`config.mk`:
```
export PLATFORM = sky130hd
export DESIGN_NAME = bscat_top
export DESIGN_NICKNAME = d
export VERILOG_FILES = /design/src/bscat_pkg.sv /design/src/bscat_ser_if.sv /design/src/bscat_top.sv /design/src/bscat_uart.sv /design/src/bscat_band_dec.sv
export VERILOG_INCLUDE_DIRS = /design/src
export SDC_FILE = /design/constraint.sdc
export NUM_CORES = 1
export LEC_CHECK = 0
export BUFFER_PORTS_ARGS = -buffer_cell sky130_fd_sc_hd__buf_4
export CAP_MARGIN = 0
export CORE_MARGIN = 2
export CORE_UTILIZATION = 40
export DETAILED_ROUTE_END_ITERATION = 8
export SLEW_MARGIN = 20
export SYNTH_ARGS = -nofsm -noshare
export SYNTH_HDL_FRONTEND = slang
export SYNTH_SLANG_ARGS = --single-unit
```
`constraint.sdc`:
```
create_clock -name sys_clk -period 9.43 [get_ports sys_clk]
set_input_delay 0.943 -clock sys_clk [delete_from_list [all_inputs] [get_ports sys_clk]]
set_output_delay 0.943 -clock sys_clk [all_outputs]
set_load 0.05 [all_outputs]
```
`src/bscat_defs.svh`:
```
/*
 * Constants for the band-select and CAT control block: register indexes, field
 * positions, reset values and timing figures.
 * Assumes a 125 MHz system clock; included by bare name.
 */
`ifndef BSCAT_DEFS_SVH
`define BSCAT_DEFS_SVH

`define BSCAT_CLK_HZ 125000000
`define BSCAT_LONG_TX_S 8
`define BSCAT_SETTLE_US 6000
`define BSCAT_POLL_MS 100

`define BSCAT_A_CTRL 4'h0
`define BSCAT_A_CATADDR 4'h1
`define BSCAT_A_BAUD 4'h2
`define BSCAT_A_CATBAND 4'h3
`define BSCAT_A_STATUS 4'h4
`define BSCAT_A_FREQ 4'h5

`define BSCAT_CTRL_SRC_LO 0
`define BSCAT_CTRL_DIG 2
`define BSCAT_CTRL_RST 3'h1
`define BSCAT_BAUD_RST 16'h32DD
`define BSCAT_CAT_OFF 8'h00

`define BSCAT_BAND_MAX 4'hA
`define BSCAT_Q_SOF 8'hFE
`define BSCAT_Q_CMD 8'h03
`define BSCAT_Q_EOF 8'hFD
`define BSCAT_Q_LAST 2'h3

`endif

```
`src/bscat_pkg.sv`:
```
/*
 * Types and shared decode functions of the band-select and CAT control block.
 * Assumes nothing beyond the constants header.
 */
`default_nettype none
`include "bscat_defs.svh"
package bscat_pkg;
    typedef enum logic [3:0] {
        BAND_60M = 4'h0, BAND_160M = 4'h1, BAND_80M = 4'h2, BAND_40M = 4'h3,
        BAND_30M = 4'h4, BAND_20M = 4'h5, BAND_17M = 4'h6, BAND_15M = 4'h7,
        BAND_12M = 4'h8, BAND_10M = 4'h9, BAND_6M = 4'hA
    } bscat_band_t;
    typedef enum logic [1:0] {PWR_FULL = 2'h0, PWR_HALF = 2'h1, PWR_LOW = 2'h3} bscat_pwr_t;
    typedef enum logic [1:0] {SRC_NONE = 2'h0, SRC_BDATA = 2'h1, SRC_CAT = 2'h2} bscat_src_t;
    typedef enum logic [1:0] {P_IDLE = 2'h0, P_WAIT = 2'h1, P_SEND = 2'h3} bscat_poll_t;

    function automatic logic bscat_band_ok(input logic [3:0] code);
        return code <= `BSCAT_BAND_MAX;
    endfunction : bscat_band_ok

    function automatic bscat_pwr_t bscat_pwr_step(input bscat_pwr_t p);
        unique case (p)
            PWR_FULL: return PWR_HALF;
            PWR_HALF: return PWR_LOW;
            default: return PWR_FULL;
        endcase
    endfunction : bscat_pwr_step
endpackage : bscat_pkg
`default_nettype wire

```
`src/bscat_ser_if.sv`:
```
/*
 * Byte-level carrier between the control logic and the serial engine.
 * Assumes both ends run on the same clock.
 */
`default_nettype none
interface bscat_ser_if;
    logic tx_valid;
    logic tx_ready;
    logic [7:0] tx_data;
    logic rx_valid;
    logic [7:0] rx_data;
    logic rx_busy;
    logic [15:0] baud_div;
    modport ctl (output tx_valid, tx_data, baud_div, input tx_ready, rx_valid, rx_data, rx_busy);
    modport uart (input tx_valid, tx_data, baud_div, output tx_ready, rx_valid, rx_data, rx_busy);
endinterface : bscat_ser_if
`default_nettype wire

```
`src/bscat_top.sv`:
```
/*
 * Band-select and control-link logic of the amplifier: band source choice,
 * power level, long-transmission drop, transmit inhibit and cyclic polling.
 * Assumes all pins but rst_b and band_data_in are synchronous to sys_clk; analog thresholds (remote
 * power-on window, RF counter) are resolved outside to logic levels.
 */
// The register addresses and the plain strobed port were decided locally.
// Functional notes
// - band code 0x0..0xA maps to 60,160,80,40,30,20,17,15,12,10,6 m
// - full power, digital mode, one transmission over 8 s drops to half power
// - high-active inhibit rests low, driven high to stop transmitting
// - low-active inhibit is open collector, pulls low to stop transmitting
// - remote power-on voltage present switches the device on
// - address disabled: only listen on the shared link, never query
// - address set: poll the transceiver cyclically for its frequency; the code polls only with the CAT band source selected
// - other controllers querying cause collisions; disable polling then
// - both ends use the same baud rate on the link
// - power key steps full, half, reduced, full
// - with no link configured, band comes from the internal counter only
`default_nettype none
`include "bscat_defs.svh"
module bscat_top
    import bscat_pkg::*;
#(
    parameter int unsigned LONG_TX_CYC = `BSCAT_LONG_TX_S * `BSCAT_CLK_HZ,
    parameter int unsigned SETTLE_CYC = (`BSCAT_CLK_HZ / 1000000) * `BSCAT_SETTLE_US,
    parameter int unsigned POLL_CYC = (`BSCAT_CLK_HZ / 1000) * `BSCAT_POLL_MS
) (
    input wire logic sys_clk,
    input wire logic rst_b,
    input wire logic [3:0] reg_addr,
    input wire logic [31:0] reg_wdata,
    input wire logic reg_wr,
    input wire logic reg_rd,
    output logic [31:0] reg_rdata,
    input wire logic [3:0] band_data_in,
    input wire logic [3:0] cnt_band_in,
    input wire logic ptt_in,
    input wire logic power_key,
    input wire logic remote_on_in,
    input wire logic vendor_ttl_strap,
    input wire logic cat_rxd,
    output logic cat_txd,
    output logic [3:0] band_sel,
    output logic [1:0] power_level,
    output logic power_on,
    output logic ttl_sel,
    output logic inhibit_out_high_active,
    output logic inhibit_out_low_active,
    output logic inhibit_out_low_active_oe,
    input wire logic inhibit_out_low_active_in
);
    logic rst_s1_q;
    logic rst_n;
    bscat_ser_if sif ();
    bscat_band_t dec_band;

    logic [2:0] ctrl_q;
    logic [7:0] cat_addr_q;
    logic [15:0] baud_q;
    logic [3:0] cat_band_q;
    logic [31:0] freq_q;
    bscat_src_t src;
    logic digital;

    bscat_band_t band_q;
    logic [3:0] new_band;
    logic new_ok;
    logic chg;
    logic [19:0] settle_q;
    logic inhib_q;

    bscat_pwr_t pwr_q;
    logic key_prev_q;
    logic press;
    logic [29:0] lt_cnt_q;
    logic lt_run;
    logic drop;

    bscat_poll_t poll_q;
    logic [23:0] poll_tmr_q;
    logic [1:0] qidx_q;
    logic poll_on;

    // reset enters asynchronously, is released on the clock
    always_ff @(posedge sys_clk or negedge rst_b) begin
        if (!rst_b) begin
            rst_s1_q <= 1'b0;
            rst_n <= 1'b0;
        end else begin
            rst_s1_q <= 1'b1;
            rst_n <= rst_s1_q;
        end
    end

    bscat_band_dec #(.W(4)) u_dec (
        .clk(sys_clk),
        .rst_n(rst_n),
        .bits_in(band_data_in),
        .band(dec_band)
    );

    bscat_uart u_uart (
        .clk(sys_clk),
        .rst_n(rst_n),
        .sif(sif),
        .rxd(cat_rxd),
        .txd(cat_txd)
    );

    assign src = (ctrl_q[1:0] == 2'h3) ? SRC_NONE : bscat_src_t'(ctrl_q[1:0]);
    assign digital = ctrl_q[`BSCAT_CTRL_DIG];
    assign sif.baud_div = baud_q;

    // register writes
    always_ff @(posedge sys_clk or negedge rst_n) begin
        if (!rst_n) begin
            ctrl_q <= `BSCAT_CTRL_RST;
            cat_addr_q <= `BSCAT_CAT_OFF;
            baud_q <= `BSCAT_BAUD_RST;
            cat_band_q <= 4'h0;
        end else if (reg_wr) begin
            unique case (reg_addr)
                `BSCAT_A_CTRL: ctrl_q <= reg_wdata[2:0];
                `BSCAT_A_CATADDR: cat_addr_q <= reg_wdata[7:0];
                `BSCAT_A_BAUD: baud_q <= (reg_wdata[15:0] < 16'h0002) ? 16'h0002 : reg_wdata[15:0];
                `BSCAT_A_CATBAND: begin
                    if (bscat_band_ok(reg_wdata[3:0])) begin
                        cat_band_q <= reg_wdata[3:0];
                    end
                end
                default: begin
                end
            endcase
        end
    end

    // read data stands for exactly the cycle after the strobe
    always_ff @(posedge sys_clk or negedge rst_n) begin
        if (!rst_n) begin
            reg_rdata <= 32'h0000_0000;
        end else if (!reg_rd) begin
            reg_rdata <= 32'h0000_0000;
        end else begin
            unique case (reg_addr)
                `BSCAT_A_CTRL: reg_rdata <= {29'h0, ctrl_q};
                `BSCAT_A_CATADDR: reg_rdata <= {24'h0, cat_addr_q};
                `BSCAT_A_BAUD: reg_rdata <= {16'h0, baud_q};
                `BSCAT_A_CATBAND: reg_rdata <= {28'h0, cat_band_q};
                `BSCAT_A_STATUS: reg_rdata <= {20'h0, poll_q, inhibit_out_low_active_in,
                    ttl_sel, power_on, inhib_q, pwr_q, band_q};
                `BSCAT_A_FREQ: reg_rdata <= freq_q;
                default: reg_rdata <= 32'h0000_0000;
            endcase
        end
    end

    // frequency bytes heard on the link, polled or unsolicited
    always_ff @(posedge sys_clk or negedge rst_n) begin
        if (!rst_n) begin
            freq_q <= 32'h0000_0000;
        end else if (sif.rx_valid) begin
            freq_q <= {freq_q[23:0], sif.rx_data};
        end
    end

    // band source selection
    always_comb begin
        unique case (src)
            SRC_BDATA: new_band = dec_band;
            SRC_CAT: new_band = cat_band_q;
            default: new_band = cnt_band_in;
        endcase
        new_ok = bscat_band_ok(new_band);
    end
    assign chg = new_ok && (new_band != band_q);

    always_ff @(posedge sys_clk or negedge rst_n) begin
        if (!rst_n) begin
            band_q <= BAND_60M;
            settle_q <= 20'h00000;
        end else if (chg) begin
            band_q <= bscat_band_t'(new_band);
            settle_q <= 20'(SETTLE_CYC);
        end else if (settle_q != 20'h00000) begin
            settle_q <= settle_q - 20'h00001;
        end
    end

    // inhibit rises in the same edge the relay code moves
    always_ff @(posedge sys_clk or negedge rst_n) begin
        if (!rst_n) begin
            inhib_q <= 1'b0;
            band_sel <= 4'h0;
            inhibit_out_high_active <= 1'b0;
            inhibit_out_low_active <= 1'b0;
            inhibit_out_low_active_oe <= 1'b0;
        end else begin
            inhib_q <= chg || (settle_q > 20'h00001);
            band_sel <= chg ? new_band : band_q;
            inhibit_out_high_active <= chg || (settle_q > 20'h00001);
            inhibit_out_low_active <= 1'b0;
            inhibit_out_low_active_oe <= chg || (settle_q > 20'h00001);
        end
    end

    // strap and remote power-on
    always_ff @(posedge sys_clk or negedge rst_n) begin
        if (!rst_n) begin
            ttl_sel <= 1'b0;
            power_on <= 1'b0;
        end else begin
            ttl_sel <= !vendor_ttl_strap;
            power_on <= remote_on_in;
        end
    end

    // power level; the long-transmission drop outranks a key press
    assign press = power_key && !key_prev_q;
    assign lt_run = ptt_in && digital && (pwr_q == PWR_FULL);
    assign drop = lt_run && (lt_cnt_q == 30'(LONG_TX_CYC));

    always_ff @(posedge sys_clk or negedge rst_n) begin
        if (!rst_n) begin
            lt_cnt_q <= 30'h0;
        end else if (!lt_run || drop) begin
            lt_cnt_q <= 30'h0;
        end else begin
            lt_cnt_q <= lt_cnt_q + 30'h1;
        end
    end

    always_ff @(posedge sys_clk or negedge rst_n) begin
        if (!rst_n) begin
            key_prev_q <= 1'b0;
            pwr_q <= PWR_FULL;
            power_level <= PWR_FULL;
        end else begin
            key_prev_q <= power_key;
            if (drop) begin
                pwr_q <= PWR_HALF;
                power_level <= PWR_HALF;
            end else if (press) begin
                pwr_q <= bscat_pwr_step(pwr_q);
                power_level <= bscat_pwr_step(pwr_q);
            end
        end
    end

    // cyclic query, held back while the line is busy to avoid a collision
    assign poll_on = (src == SRC_CAT) && (cat_addr_q != `BSCAT_CAT_OFF);

    function automatic logic [7:0] query_byte(input logic [1:0] i, input logic [7:0] a);
        unique case (i)
            2'h0: return `BSCAT_Q_SOF;
            2'h1: return a;
            2'h2: return `BSCAT_Q_CMD;
            default: return `BSCAT_Q_EOF;
        endcase
    endfunction : query_byte

    assign sif.tx_valid = (poll_q == P_SEND) && poll_on;
    assign sif.tx_data = query_byte(qidx_q, cat_addr_q);

    always_ff @(posedge sys_clk or negedge rst_n) begin
        if (!rst_n) begin
            poll_q <= P_IDLE;
            poll_tmr_q <= 24'h0;
            qidx_q <= 2'h0;
        end else begin
            unique case (poll_q)
                P_IDLE: begin
                    if (poll_on) begin
                        poll_q <= P_WAIT;
                        poll_tmr_q <= 24'(POLL_CYC - 1);
                    end
                end
                P_WAIT: begin
                    if (!poll_on) begin
                        poll_q <= P_IDLE;
                    end else if (poll_tmr_q != 24'h0) begin
                        poll_tmr_q <= poll_tmr_q - 24'h1;
                    end else if (!sif.rx_busy) begin
                        poll_q <= P_SEND;
                        qidx_q <= 2'h0;
                    end
                end
                P_SEND: begin
                    if (!poll_on) begin
                        poll_q <= P_IDLE;
                    end else if (sif.tx_ready) begin
                        qidx_q <= qidx_q + 2'h1;
                        if (qidx_q == `BSCAT_Q_LAST) begin
                            poll_q <= P_WAIT;
                            poll_tmr_q <= 24'(POLL_CYC - 1);
                        end
                    end
                end
                default: poll_q <= P_IDLE;
            endcase
        end
    end

    a_band_change_inhibit: assert property (@(posedge sys_clk) disable iff (!rst_n)
        $changed(band_q) |-> inhib_q && inhibit_out_high_active)
        else $error("band moved without inhibit");
    a_inhibit_held_on: assert property (@(posedge sys_clk) disable iff (!rst_n)
        $changed(band_q) |-> inhib_q [*4]) else $error("inhibit dropped during settle");
    a_inhibit_pair: assert property (@(posedge sys_clk) disable iff (!rst_n)
        inhibit_out_high_active == inhibit_out_low_active_oe && !inhibit_out_low_active)
        else $error("inhibit outputs disagree");
    a_no_query_off: assert property (@(posedge sys_clk) disable iff (!rst_n)
        cat_addr_q == `BSCAT_CAT_OFF |-> !sif.tx_valid) else $error("query sent while disabled");
    a_poll_starts: assert property (@(posedge sys_clk) disable iff (!rst_n)
        poll_q == P_WAIT && poll_on && poll_tmr_q == 24'h0 && !sif.rx_busy
        |=> poll_q == P_SEND) else $error("due poll not started");
    a_long_tx_drop: assert property (@(posedge sys_clk) disable iff (!rst_n)
        drop |=> pwr_q == PWR_HALF && power_level == PWR_HALF) else $error("no drop to half");
    a_key_steps: assert property (@(posedge sys_clk) disable iff (!rst_n)
        press && !drop |=> pwr_q == bscat_pwr_step($past(pwr_q))) else $error("bad power step");
    a_remote_on: assert property (@(posedge sys_clk) disable iff (!rst_n)
        remote_on_in |=> power_on) else $error("remote power-on ignored");
    a_counter_band: assert property (@(posedge sys_clk) disable iff (!rst_n)
        src == SRC_NONE && bscat_band_ok(cnt_band_in) |=> band_q == $past(cnt_band_in))
        else $error("counter band not followed");
endmodule : bscat_top
`default_nettype wire

```
`src/bscat_uart.sv`:
```
/*
 * Serial engine for the shared control link: 8N1, one divisor for both
 * directions. Assumes rxd is already synchronous and idles high.
 */
`default_nettype none
module bscat_uart
    import bscat_pkg::*;
(
    input wire logic clk,
    input wire logic rst_n,
    bscat_ser_if.uart sif,
    input wire logic rxd,
    output logic txd
);
    logic tx_busy_q;
    logic [9:0] tx_sh_q;
    logic [3:0] tx_bits_q;
    logic [15:0] tx_cnt_q;
    logic rx_act_q;
    logic [3:0] rx_bits_q;
    logic [15:0] rx_cnt_q;
    logic [7:0] rx_sh_q;
    logic rx_valid_q;

    assign sif.tx_ready = !tx_busy_q;
    assign sif.rx_valid = rx_valid_q;
    assign sif.rx_data = rx_sh_q;
    assign sif.rx_busy = rx_act_q;

    always_ff @(posedge clk or negedge rst_n) begin
        if (!rst_n) begin
            tx_busy_q <= 1'b0;
            tx_sh_q <= 10'h3FF;
            tx_bits_q <= 4'h0;
            tx_cnt_q <= 16'h0000;
            txd <= 1'b1;
        end else if (!tx_busy_q) begin
            if (sif.tx_valid) begin
                tx_busy_q <= 1'b1;
                tx_sh_q <= {1'b1, sif.tx_data, 1'b0};
                tx_bits_q <= 4'hA;
                tx_cnt_q <= 16'h0000;
            end
        end else if (tx_cnt_q != 16'h0000) begin
            tx_cnt_q <= tx_cnt_q - 16'h0001;
        end else if (tx_bits_q != 4'h0) begin
            txd <= tx_sh_q[0];
            tx_sh_q <= {1'b1, tx_sh_q[9:1]};
            tx_bits_q <= tx_bits_q - 4'h1;
            tx_cnt_q <= sif.baud_div - 16'h0001;
        end else begin
            tx_busy_q <= 1'b0;
        end
    end

    // a line that stays low through the stop bit is a broken frame: no byte
    always_ff @(posedge clk or negedge rst_n) begin
        if (!rst_n) begin
            rx_act_q <= 1'b0;
            rx_bits_q <= 4'h0;
            rx_cnt_q <= 16'h0000;
            rx_sh_q <= 8'h00;
            rx_valid_q <= 1'b0;
        end else begin
            rx_valid_q <= 1'b0;
            if (!rx_act_q) begin
                if (!rxd) begin
                    rx_act_q <= 1'b1;
                    rx_bits_q <= 4'h0;
                    // the start edge is seen a cycle late, so aim one cycle earlier to sample
                    // mid-bit; the divisor is never below 2, so this cannot wrap
                    rx_cnt_q <= {1'b0, sif.baud_div[15:1]} - 16'h0001;
                end
            end else if (rx_cnt_q != 16'h0000) begin
                rx_cnt_q <= rx_cnt_q - 16'h0001;
            end else begin
                rx_cnt_q <= sif.baud_div - 16'h0001;
                rx_bits_q <= rx_bits_q + 4'h1;
                if (rx_bits_q == 4'h0 && rxd) begin
                    rx_act_q <= 1'b0;
                end else if (rx_bits_q == 4'h9) begin
                    rx_act_q <= 1'b0;
                    rx_valid_q <= rxd;
                end else if (rx_bits_q != 4'h0) begin
                    rx_sh_q <= {rxd, rx_sh_q[7:1]};
                end
            end
        end
    end

    a_tx_idle_high: assert property (@(posedge clk) disable iff (!rst_n)
        !tx_busy_q |-> txd) else $error("serial line not idle high between bytes");
endmodule : bscat_uart
`default_nettype wire

```
`src/bscat_band_dec.sv`:
```
/*
 * Band-data decoder: synchronises the four band bits and keeps the last
 * legal band code. Assumes the bits come from the transceiver as levels.
 */
`default_nettype none
module bscat_band_dec
    import bscat_pkg::*;
#(
    parameter int W = 4
) (
    input wire logic clk,
    input wire logic rst_n,
    input wire logic [W-1:0] bits_in,
    output bscat_band_t band
);
    logic [W-1:0] s1_q;
    logic [W-1:0] s2_q;

    always_ff @(posedge clk or negedge rst_n) begin
        if (!rst_n) begin
            s1_q <= '0;
            s2_q <= '0;
        end else begin
            s1_q <= bits_in;
            s2_q <= s1_q;
        end
    end

    // codes above the table keep the old band rather than move relays
    always_ff @(posedge clk or negedge rst_n) begin
        if (!rst_n) begin
            band <= BAND_60M;
        end else if (bscat_band_ok(s2_q)) begin
            band <= bscat_band_t'(s2_q);
        end
    end

    a_legal_code_taken: assert property (@(posedge clk) disable iff (!rst_n)
        bscat_band_ok(s2_q) |=> band == $past(s2_q)) else $error("legal band code not taken");
    a_illegal_code_kept: assert property (@(posedge clk) disable iff (!rst_n)
        !bscat_band_ok(s2_q) |=> $stable(band)) else $error("illegal band code moved band");
endmodule : bscat_band_dec
`default_nettype wire

```
==> results by group, run 1 <==
CTS
  – Post-cts repair resize count: 0
  – Clock Path Buffers: 3
  – TritonCTS Buffers: 30
  – Clk_lat worst skew: 560 ps
  – Hold-fix buffers at CTS: 0
  – Clock-pin transition on the worst setup and hold timing paths: 60 ps
  – CTS tree: done
  – Root Buffer: clkbuf_16
  – Setup Buffers After CTS: 0
  – H-Tree Depth: 1
  – Clk sinks: 258

Drt
  – Final wirelength: 31600 um
  – DRC errors left: 0
  – Post-route ant nets: 0
  – First drt pass iteration count: 5
  – Routed WL per cell: 18.0 um
  – Via count: 9732
  – Vias per cell: 5.54
  – Initial DRC Count: 852

Global routing
  – GR Layer Usage met2: 0.301
  – GRT busiest layer: met2
  – Grt ovf: 0
  – Vias in the first global route: 9621
  – Initial antenna violation count: 2
  – M1 GR Usage: 0.287
  – Largest net degree at the start of global routing: 166
  – First-pass GRT wire length: 52300 um
  – Overall Global Routing Usage: 0.194
  – Global routing usage on met3: 0.0281

STA
  – Finish-stage setup viols: 0
  – Unrepaired setup endpoints after global routing: false
  – Final count of pins violating max slew: 0
  – Skew final: 22.0 ps
  – Final critical-path required period: 3060 ps
  – Fin Setup TNS: 0 ps
  – Hold Fails Final Rpt: 0
  – Fin crit share: 0.324
  – Slew @ Worst Pin: 1030 ps
  – Rel. slew slack: 0.308
  – Maximum clock frequency: 327 MHz

Placed design
  – Final HPWL DP: 21900 um
  – Port bufs: 80
  – Placed Area: 13700 um^2
  – Global placer's final weighted congestion: 0.837

Status
  – Outcome: finished clean

Synth
  – Primary FF master, synth: dfrtp_1
  – Mapped Avg Cell Area: 10.1 um^2
  – Synthesized area: 12800 um^2
  – Syn_nets: 1347
  – Sequential area share after synthesis: 0.507
  – Post-synth EDFFs: 0
  – Syn Inst Count: 1268
  – YS warnings: 0
  – Yosys reg bits: 258
  – Netlist cell types: 71
  – Post-synth ARST share: 1.00

Setup path
  – Worst-path fanout max: 19
  – Required time worst endpoint: 9920 ps
  – Data arrival, critical path: 3550 ps
  – Setup crit end kind: flip-flop
  – Reg2Reg Depth: 6
  – Worst setup SP type: flip-flop
  – WS Path Type: flip-flop to flip-flop

Finish
  – Commonest non-fill, non-tap cell in the layout: dfrtp_1
  – Final nets: 1409
  – Util after Layout: 0.471
  – Share of layout cells above drive strength 1: 0.184
  – Final Cell Area: 14800 um^2
  – Filler cell count: 2930
  – Most frequent cells in the layout: dfrtp_1 (237), nor2_1 (129), nand2_1 (103)
  – Area grow syn2layout: 16.1%

Die
  – Die ar.: 33400 um^2
  – IO Pins: 98
  – Core area: 31500 um^2
  – Die Span X: 183 um
  – Die Height: 183 um
  – Starting Density: 0.406
  – Row cnt: 65

Pwr
  – Clock power share: 0.424
  – Comb power frac: 0.148
  – Peak supply drop: 0.000205 V
  – Pwr per Cell Area: 202 nW/um^2
  – Total Power: 2.99 mW
  – Pint: 2.14 mW
  – Leak: 6.29 nW
  – Reg power frac: 0.428
  – Switch share: 0.285
  – P_sw: 853 uW

Run
  – Max-capacitance violation count: 0

Hold path
  – Hold Crit Class: primary input to async pin
cell usage after synthesis, drive strengths merged (24+ instances only):
cell | n | area, um^2
nand3 | 48 | 240
nor3 | 44 | 220
nor4 | 24 | 156
ha | 25 | 313
dfrtp | 238 | 5960
a21oi | 58 | 290
mux2 | 66 | 743
and3 | 25 | 156
clkbuf | 46 | 173
xor2 | 64 | 561
nor2 | 131 | 494
nand2 | 104 | 393
o21ai | 65 | 329
xnor2 | 28 | 245
inv | 35 | 131
flip-flops by register name, indices dropped and copies added, names as in the netlist, 2 cells and up:
name,count
band_sel,4
baud_q,16
cat_addr_q,8
cat_band_q,4
ctrl_q,3
freq_q,32
lt_cnt_q,30
poll_q,2
poll_tmr_q,24
pwr_q,2
qidx_q,2
reg_rdata,32
settle_q,20
u_dec.band,4
u_dec.s1_q,4
u_dec.s2_q,4
u_uart.rx_bits_q,4
u_uart.rx_cnt_q,16
u_uart.sif.rx_data,8
u_uart.tx_bits_q,4
u_uart.tx_cnt_q,16
u_uart.tx_sh_q,9
power groups by stage:
stage / combinational (mW) / clock, mW / sequential, mW
final: 0.442 / 1.27 / 1.28
after global placement: 0.432 / 0 / 1.30
after floorplan: 0.275 / 0 / 1.30
after CTS: 0.444 / 1.30 / 1.28
after global routing: 0.490 / 1.36 / 1.29
after detailed placement: 0.440 / 0 / 1.30
critical path: stages, from the launching register on:
cell and delay, ps:
dfrtp_1 610, nand3b_1 270, a221o_1 380, a31oi_2 650, nand3_1 430, or4_1 570
nand3_1 90
area by class of cell:
| cell class | count | area [um^2] | share of cell area |
|---|---|---|---|
| Timing Repair Buffer | 90 | 688 | 0.0464 |
| Tap cell | 402 | 503 | 0.0339 |
| Clock buffer | 43 | 901 | 0.0607 |
| Clock inverter | 13 | 208 | 0.0140 |
| Antenna cell | 1 | 2.50 | 0.000169 |
| Sequential cell | 258 | 6480 | 0.437 |
| Multi-Input combinational cell | 914 | 5910 | 0.399 |
| Inverter | 36 | 135 | 0.00911 |
metal layers:
metal | share of wire | vias to the layer above
met5 | 0.00038 | -
met4 | 0.024 | 2
met3 | 0.049 | 44
met2 | 0.44 | 212
met1 | 0.48 | 4826
li1 | - | 4648
final timing paths:
path / from / to / slack, ps
min in group sys_clk: u_dec.s1_q[0]$_DFF_PN0_ / u_dec.s2_q[0]$_DFF_PN0_ / 350
max in group asynchronous: rst_n$_DFF_PN0_ / reg_rdata[22]$_DFF_PN0_ / 7140
hold / removal: rst_b / rst_n$_DFF_PN0_ / 160
hold reg to reg: rst_n$_DFF_PN0_ / u_dec.s1_q[3]$_DFF_PN0_ / 340
setup reg to reg: u_uart.tx_busy_q$_DFF_PN0_ / poll_tmr_q[19]$_DFFE_PN0P_ / 6370
setup / recovery: u_uart.tx_busy_q$_DFF_PN0_ / poll_tmr_q[19]$_DFFE_PN0P_ / 6370
logic make-up after synthesis:
kind of cell | count (synthesis) | synth area share
fa+ha+maj | 25 | 0.0245
compound gates | 233 | 0.117
other cells | 2 | 0.000588
flops | 258 | 0.507
mux | 71 | 0.0621
xor+xnor | 92 | 0.0631
simple gates | 491 | 0.194
buf+inv | 96 | 0.0308
per-stage QoR:
stage          std cells  setup WS [ps]  hold slack (ps)
2_1_floorplan       1268           1740              331
3_3_place_gp        1700           6120              335
6_report            1757           6370              156
4_1_cts             1756           6090              131
3_5_place_dp        1700           6130              337
5_1_grt             1756           6090              134
Power figures use the tool's default switching activity.
==> run 2, diff against run 1 <==
--- a/config.mk
+++ b/config.mk
@@ -6,6 +6,7 @@
 export SDC_FILE = /design/constraint.sdc
 export NUM_CORES = 1
 export LEC_CHECK = 0
+export ABC_AREA = 1
 export BUFFER_PORTS_ARGS = -buffer_cell sky130_fd_sc_hd__buf_4
 export CAP_MARGIN = 0
 export CORE_MARGIN = 2
==> constraint.sdc (replaced) <==
create_clock -name sys_clk -period 2.9 [get_ports sys_clk]
set_input_delay 0.29 -clock sys_clk [delete_from_list [all_inputs] [get_ports sys_clk]]
set_output_delay 0.29 -clock sys_clk [all_outputs]
set_load 0.05 [all_outputs]
==> run 2 against run 1 <==
- fmax increased by 30%
- clock skew about the same
- combinational power increased to 7.9 times the previous value
- register-to-register slack got worse by 5800 ps
- utilization decreased by 0.34 points
- clock power increased to 2.9 times the previous value
- non-clock buffer count increased by 21
- sequential power increased to 3.9 times the previous value
- critical path depth increased by 6
- total power increased to 4.0 times the previous value
- die area increased by 11%
- final cell count increased by 44%
- critical path type unchanged
- critical endpoint is now settle_q[6]$_DFFE_PN0P_
==> results by group, run 2 <==
STA
  – Rel. slew slack: 0.362
  – Maximum clock frequency: 425 MHz
  – Unrepaired setup endpoints after global routing: false
  – Final count of pins violating max slew: 0
  – Final critical-path required period: 2350 ps
  – Skew final: 22.2 ps
  – Hold Slack: 10.1 ps
  – Fin crit share: 0.811
  – Slew @ Worst Pin: 957 ps
  – Fin Setup TNS: 0 ps
  – Hold Fails Final Rpt: 0
  – Finish-stage setup viols: 0

Synth
  – Syn_nets: 2024
  – Post-synth top cells: nand2_1 (545), nor2_1 (287), dfrtp_1 (238)
  – Post-synth ARST share: 1.00
  – YS warnings: 0
  – Mapped Avg Cell Area: 7.33 um^2
  – Sequential area share after synthesis: 0.454
  – Primary FF master, synth: dfrtp_1
  – Netlist cell types: 50
  – Synthesized area: 14300 um^2
  – Syn Inst Count: 1945
  – Area contributors post-synth: dfrtp_1 (42%), nand2_1 (14%), nor2_1 (7.6%)
  – Area leader, netlist: dfrtp_1
  – Leading cell type by number of instances after synthesis: nand2_1
  – Top-area cell type share of the netlist area: 0.417
  – Yosys reg bits: 258
  – Post-synth EDFFs: 0

Finish
  – Share of layout cells above drive strength 1: 0.108
  – Area grow syn2layout: 15.8%
  – Final nets: 2122
  – Filler cell count: 3483
  – Top flop regs: freq_q x32, reg_rdata x32, lt_cnt_q x30
  – Most frequent cells in the layout: nand2_1 (545), nor2_1 (287), dfrtp_1 (236)
  – Cell Count, Final, Fillers Out: 2526
  – Diode count: 0
  – Multi-input logic area: 6690 um^2
  – Register area: 6490 um^2
  – Commonest non-fill, non-tap cell in the layout: nand2_1

Drt
  – Routed WL per cell: 15.2 um
  – Final wirelength: 38400 um
  – Initial DRC Count: 989
  – Vias per cell: 5.03
  – DRC errors left: 0
  – First drt pass iteration count: 6
  – Via count: 12700
  – Post-route ant nets: 0

Die
  – Die Height: 193 um
  – Die ar.: 37200 um^2
  – IO Pins: 98
  – Starting Density: 0.404
  – Core area: 35300 um^2
  – Die Span X: 193 um
  – Row cnt: 69

Status
  – Outcome: finished clean

Setup path
  – Worst setup SP type: flip-flop
  – Reg2Reg Depth: 12
  – Required time worst endpoint: 3320 ps
  – Setup crit end kind: flip-flop
  – Data arrival, critical path: 2770 ps
  – WS Path Type: flip-flop to flip-flop
  – Worst-path fanout max: 9

Global routing
  – Largest net degree at the start of global routing: 65
  – First-pass GRT wire length: 62900 um
  – Overall Global Routing Usage: 0.211
  – Grt ovf: 0
  – Initial antenna violation count: 0
  – Vias in the first global route: 12000

Hold path
  – Hold Crit Class: primary input to flip-flop
  – Hold Path Depth: 3

CTS
  – Clock-pin transition on the worst setup and hold timing paths: 60 ps
  – CTS tree: done
  – TritonCTS Buffers: 29
  – H-Tree Depth: 1
  – Setup Buffers After CTS: 0
  – Clk sinks: 258
  – Root Buffer: clkbuf_16
  – Clk_lat worst skew: 560 ps
  – Clock Path Buffers: 3

Placed design
  – # placed instances: 2461
  – Port bufs: 80
  – Global placer's final weighted congestion: 0.909
  – Final HPWL DP: 28900 um

Run
  – Max-capacitance violation count: 0

Pwr
  – Pwr per Cell Area: 733 nW/um^2
  – Leak: 7.93 nW
  – Peak supply drop: 0.000581 V
## run 2: cell count changes in the layout (fill, tap and decap cells not counted), moves of 15 or more
cell	delta
o31ai_1	-16
mux2_2	-63
xor2_1	-23
nand2_1	+442
nor2b_1	-19
a22oi_1	-16
nand3_1	+136
and3_1	-25
a21oi_1	-15
o21ai_0	+59
nor4_1	-22
inv_1	+189
nor2_1	+158
## run 2: final timing paths
path	from	slack [ps]	to
worst max-delay path	ctrl_q[0]$_DFFE_PN1P_	550	settle_q[6]$_DFFE_PN0P_
min in group asynchronous	rst_b	70	rst_n$_DFF_PN0_
worst min register to register	u_dec.s1_q[0]$_DFF_PN0_	350	u_dec.s2_q[0]$_DFF_PN0_
worst min-delay path	reg_wdata[9]	10	baud_q[9]$_DFFE_PN1P_
worst max register to register	ctrl_q[0]$_DFFE_PN1P_	550	settle_q[6]$_DFFE_PN0P_
max in group asynchronous	rst_n$_DFF_PN0_	1700	u_uart.tx_sh_q[3]$_DFFE_PN1P_
## run 2: timing repair
item,4_1_cts,5_1_grt
resized for setup,0,0
hold buffers,12,0
endpoints found under the hold margin,14,0
## run 2: cell families (layout without fill, tap and decap cells)
group,after synthesis,count (layout),share of synthesized area
buffers and inverters,275,395,0.0767
XOR/XNOR,57,57,0.0350
flip-flops,258,258,0.454
AO/OA/AOI/OAI,209,209,0.0812
multiplexers,3,3,0.00237
adder cells (fa/ha/maj),25,25,0.0219
AND/OR/NAND/NOR,1116,1116,0.328
other,2,2,0.000526
## run 2: where the power goes
group | internal (mW) | switching, mW | leakage, nW
Combinational | 1.20 | 2.29 | 4.34
Sequential | 4.24 | 0.682 | 3.11
Clock | 2.20 | 1.50 | 0.483
Total | 7.64 | 4.47 | 7.93
## run 2: critical path, stage by stage (launching register included)
cell     delay (ps)
dfstp_2         550
inv_1            70
ha_1            290
inv_1           110
or2_2           310
nand2_1         110
nand2_1          60
nand2_1          60
nor2_1           40
nand2_1          50
nand2_1         190
inv_1           290
nor2_1           90
## run 2: metal layers
layer	GRT usage	vias up	wire length [um]
li1	-	6366	-
met5	0	-	0
met1	0.296	6020	17600
met2	0.347	268	18100
met4	0.0440	0	654
met3	0.0313	46	1990
## run 2: through the flow
step	utilization	instance area (um^2)	setup slack (ps)	power, mW
after floorplan	-	14300	322	7.40
after global routing	0.468	16500	306	13.0
after global placement	0.437	15400	616	8.37
after CTS	0.468	16500	553	12.2
final	0.468	16500	548	12.1
after detailed placement	0.437	15400	574	8.42
## run 2: final cells by class
cell class,count,area share
Clock buffer,43,0.0538
Clock inverter,10,0.00530
Inverter,231,0.0525
Multi-Input combinational cell,1412,0.405
Sequential cell,258,0.393
Tap cell,461,0.0349
Timing Repair Buffer,111,0.0560
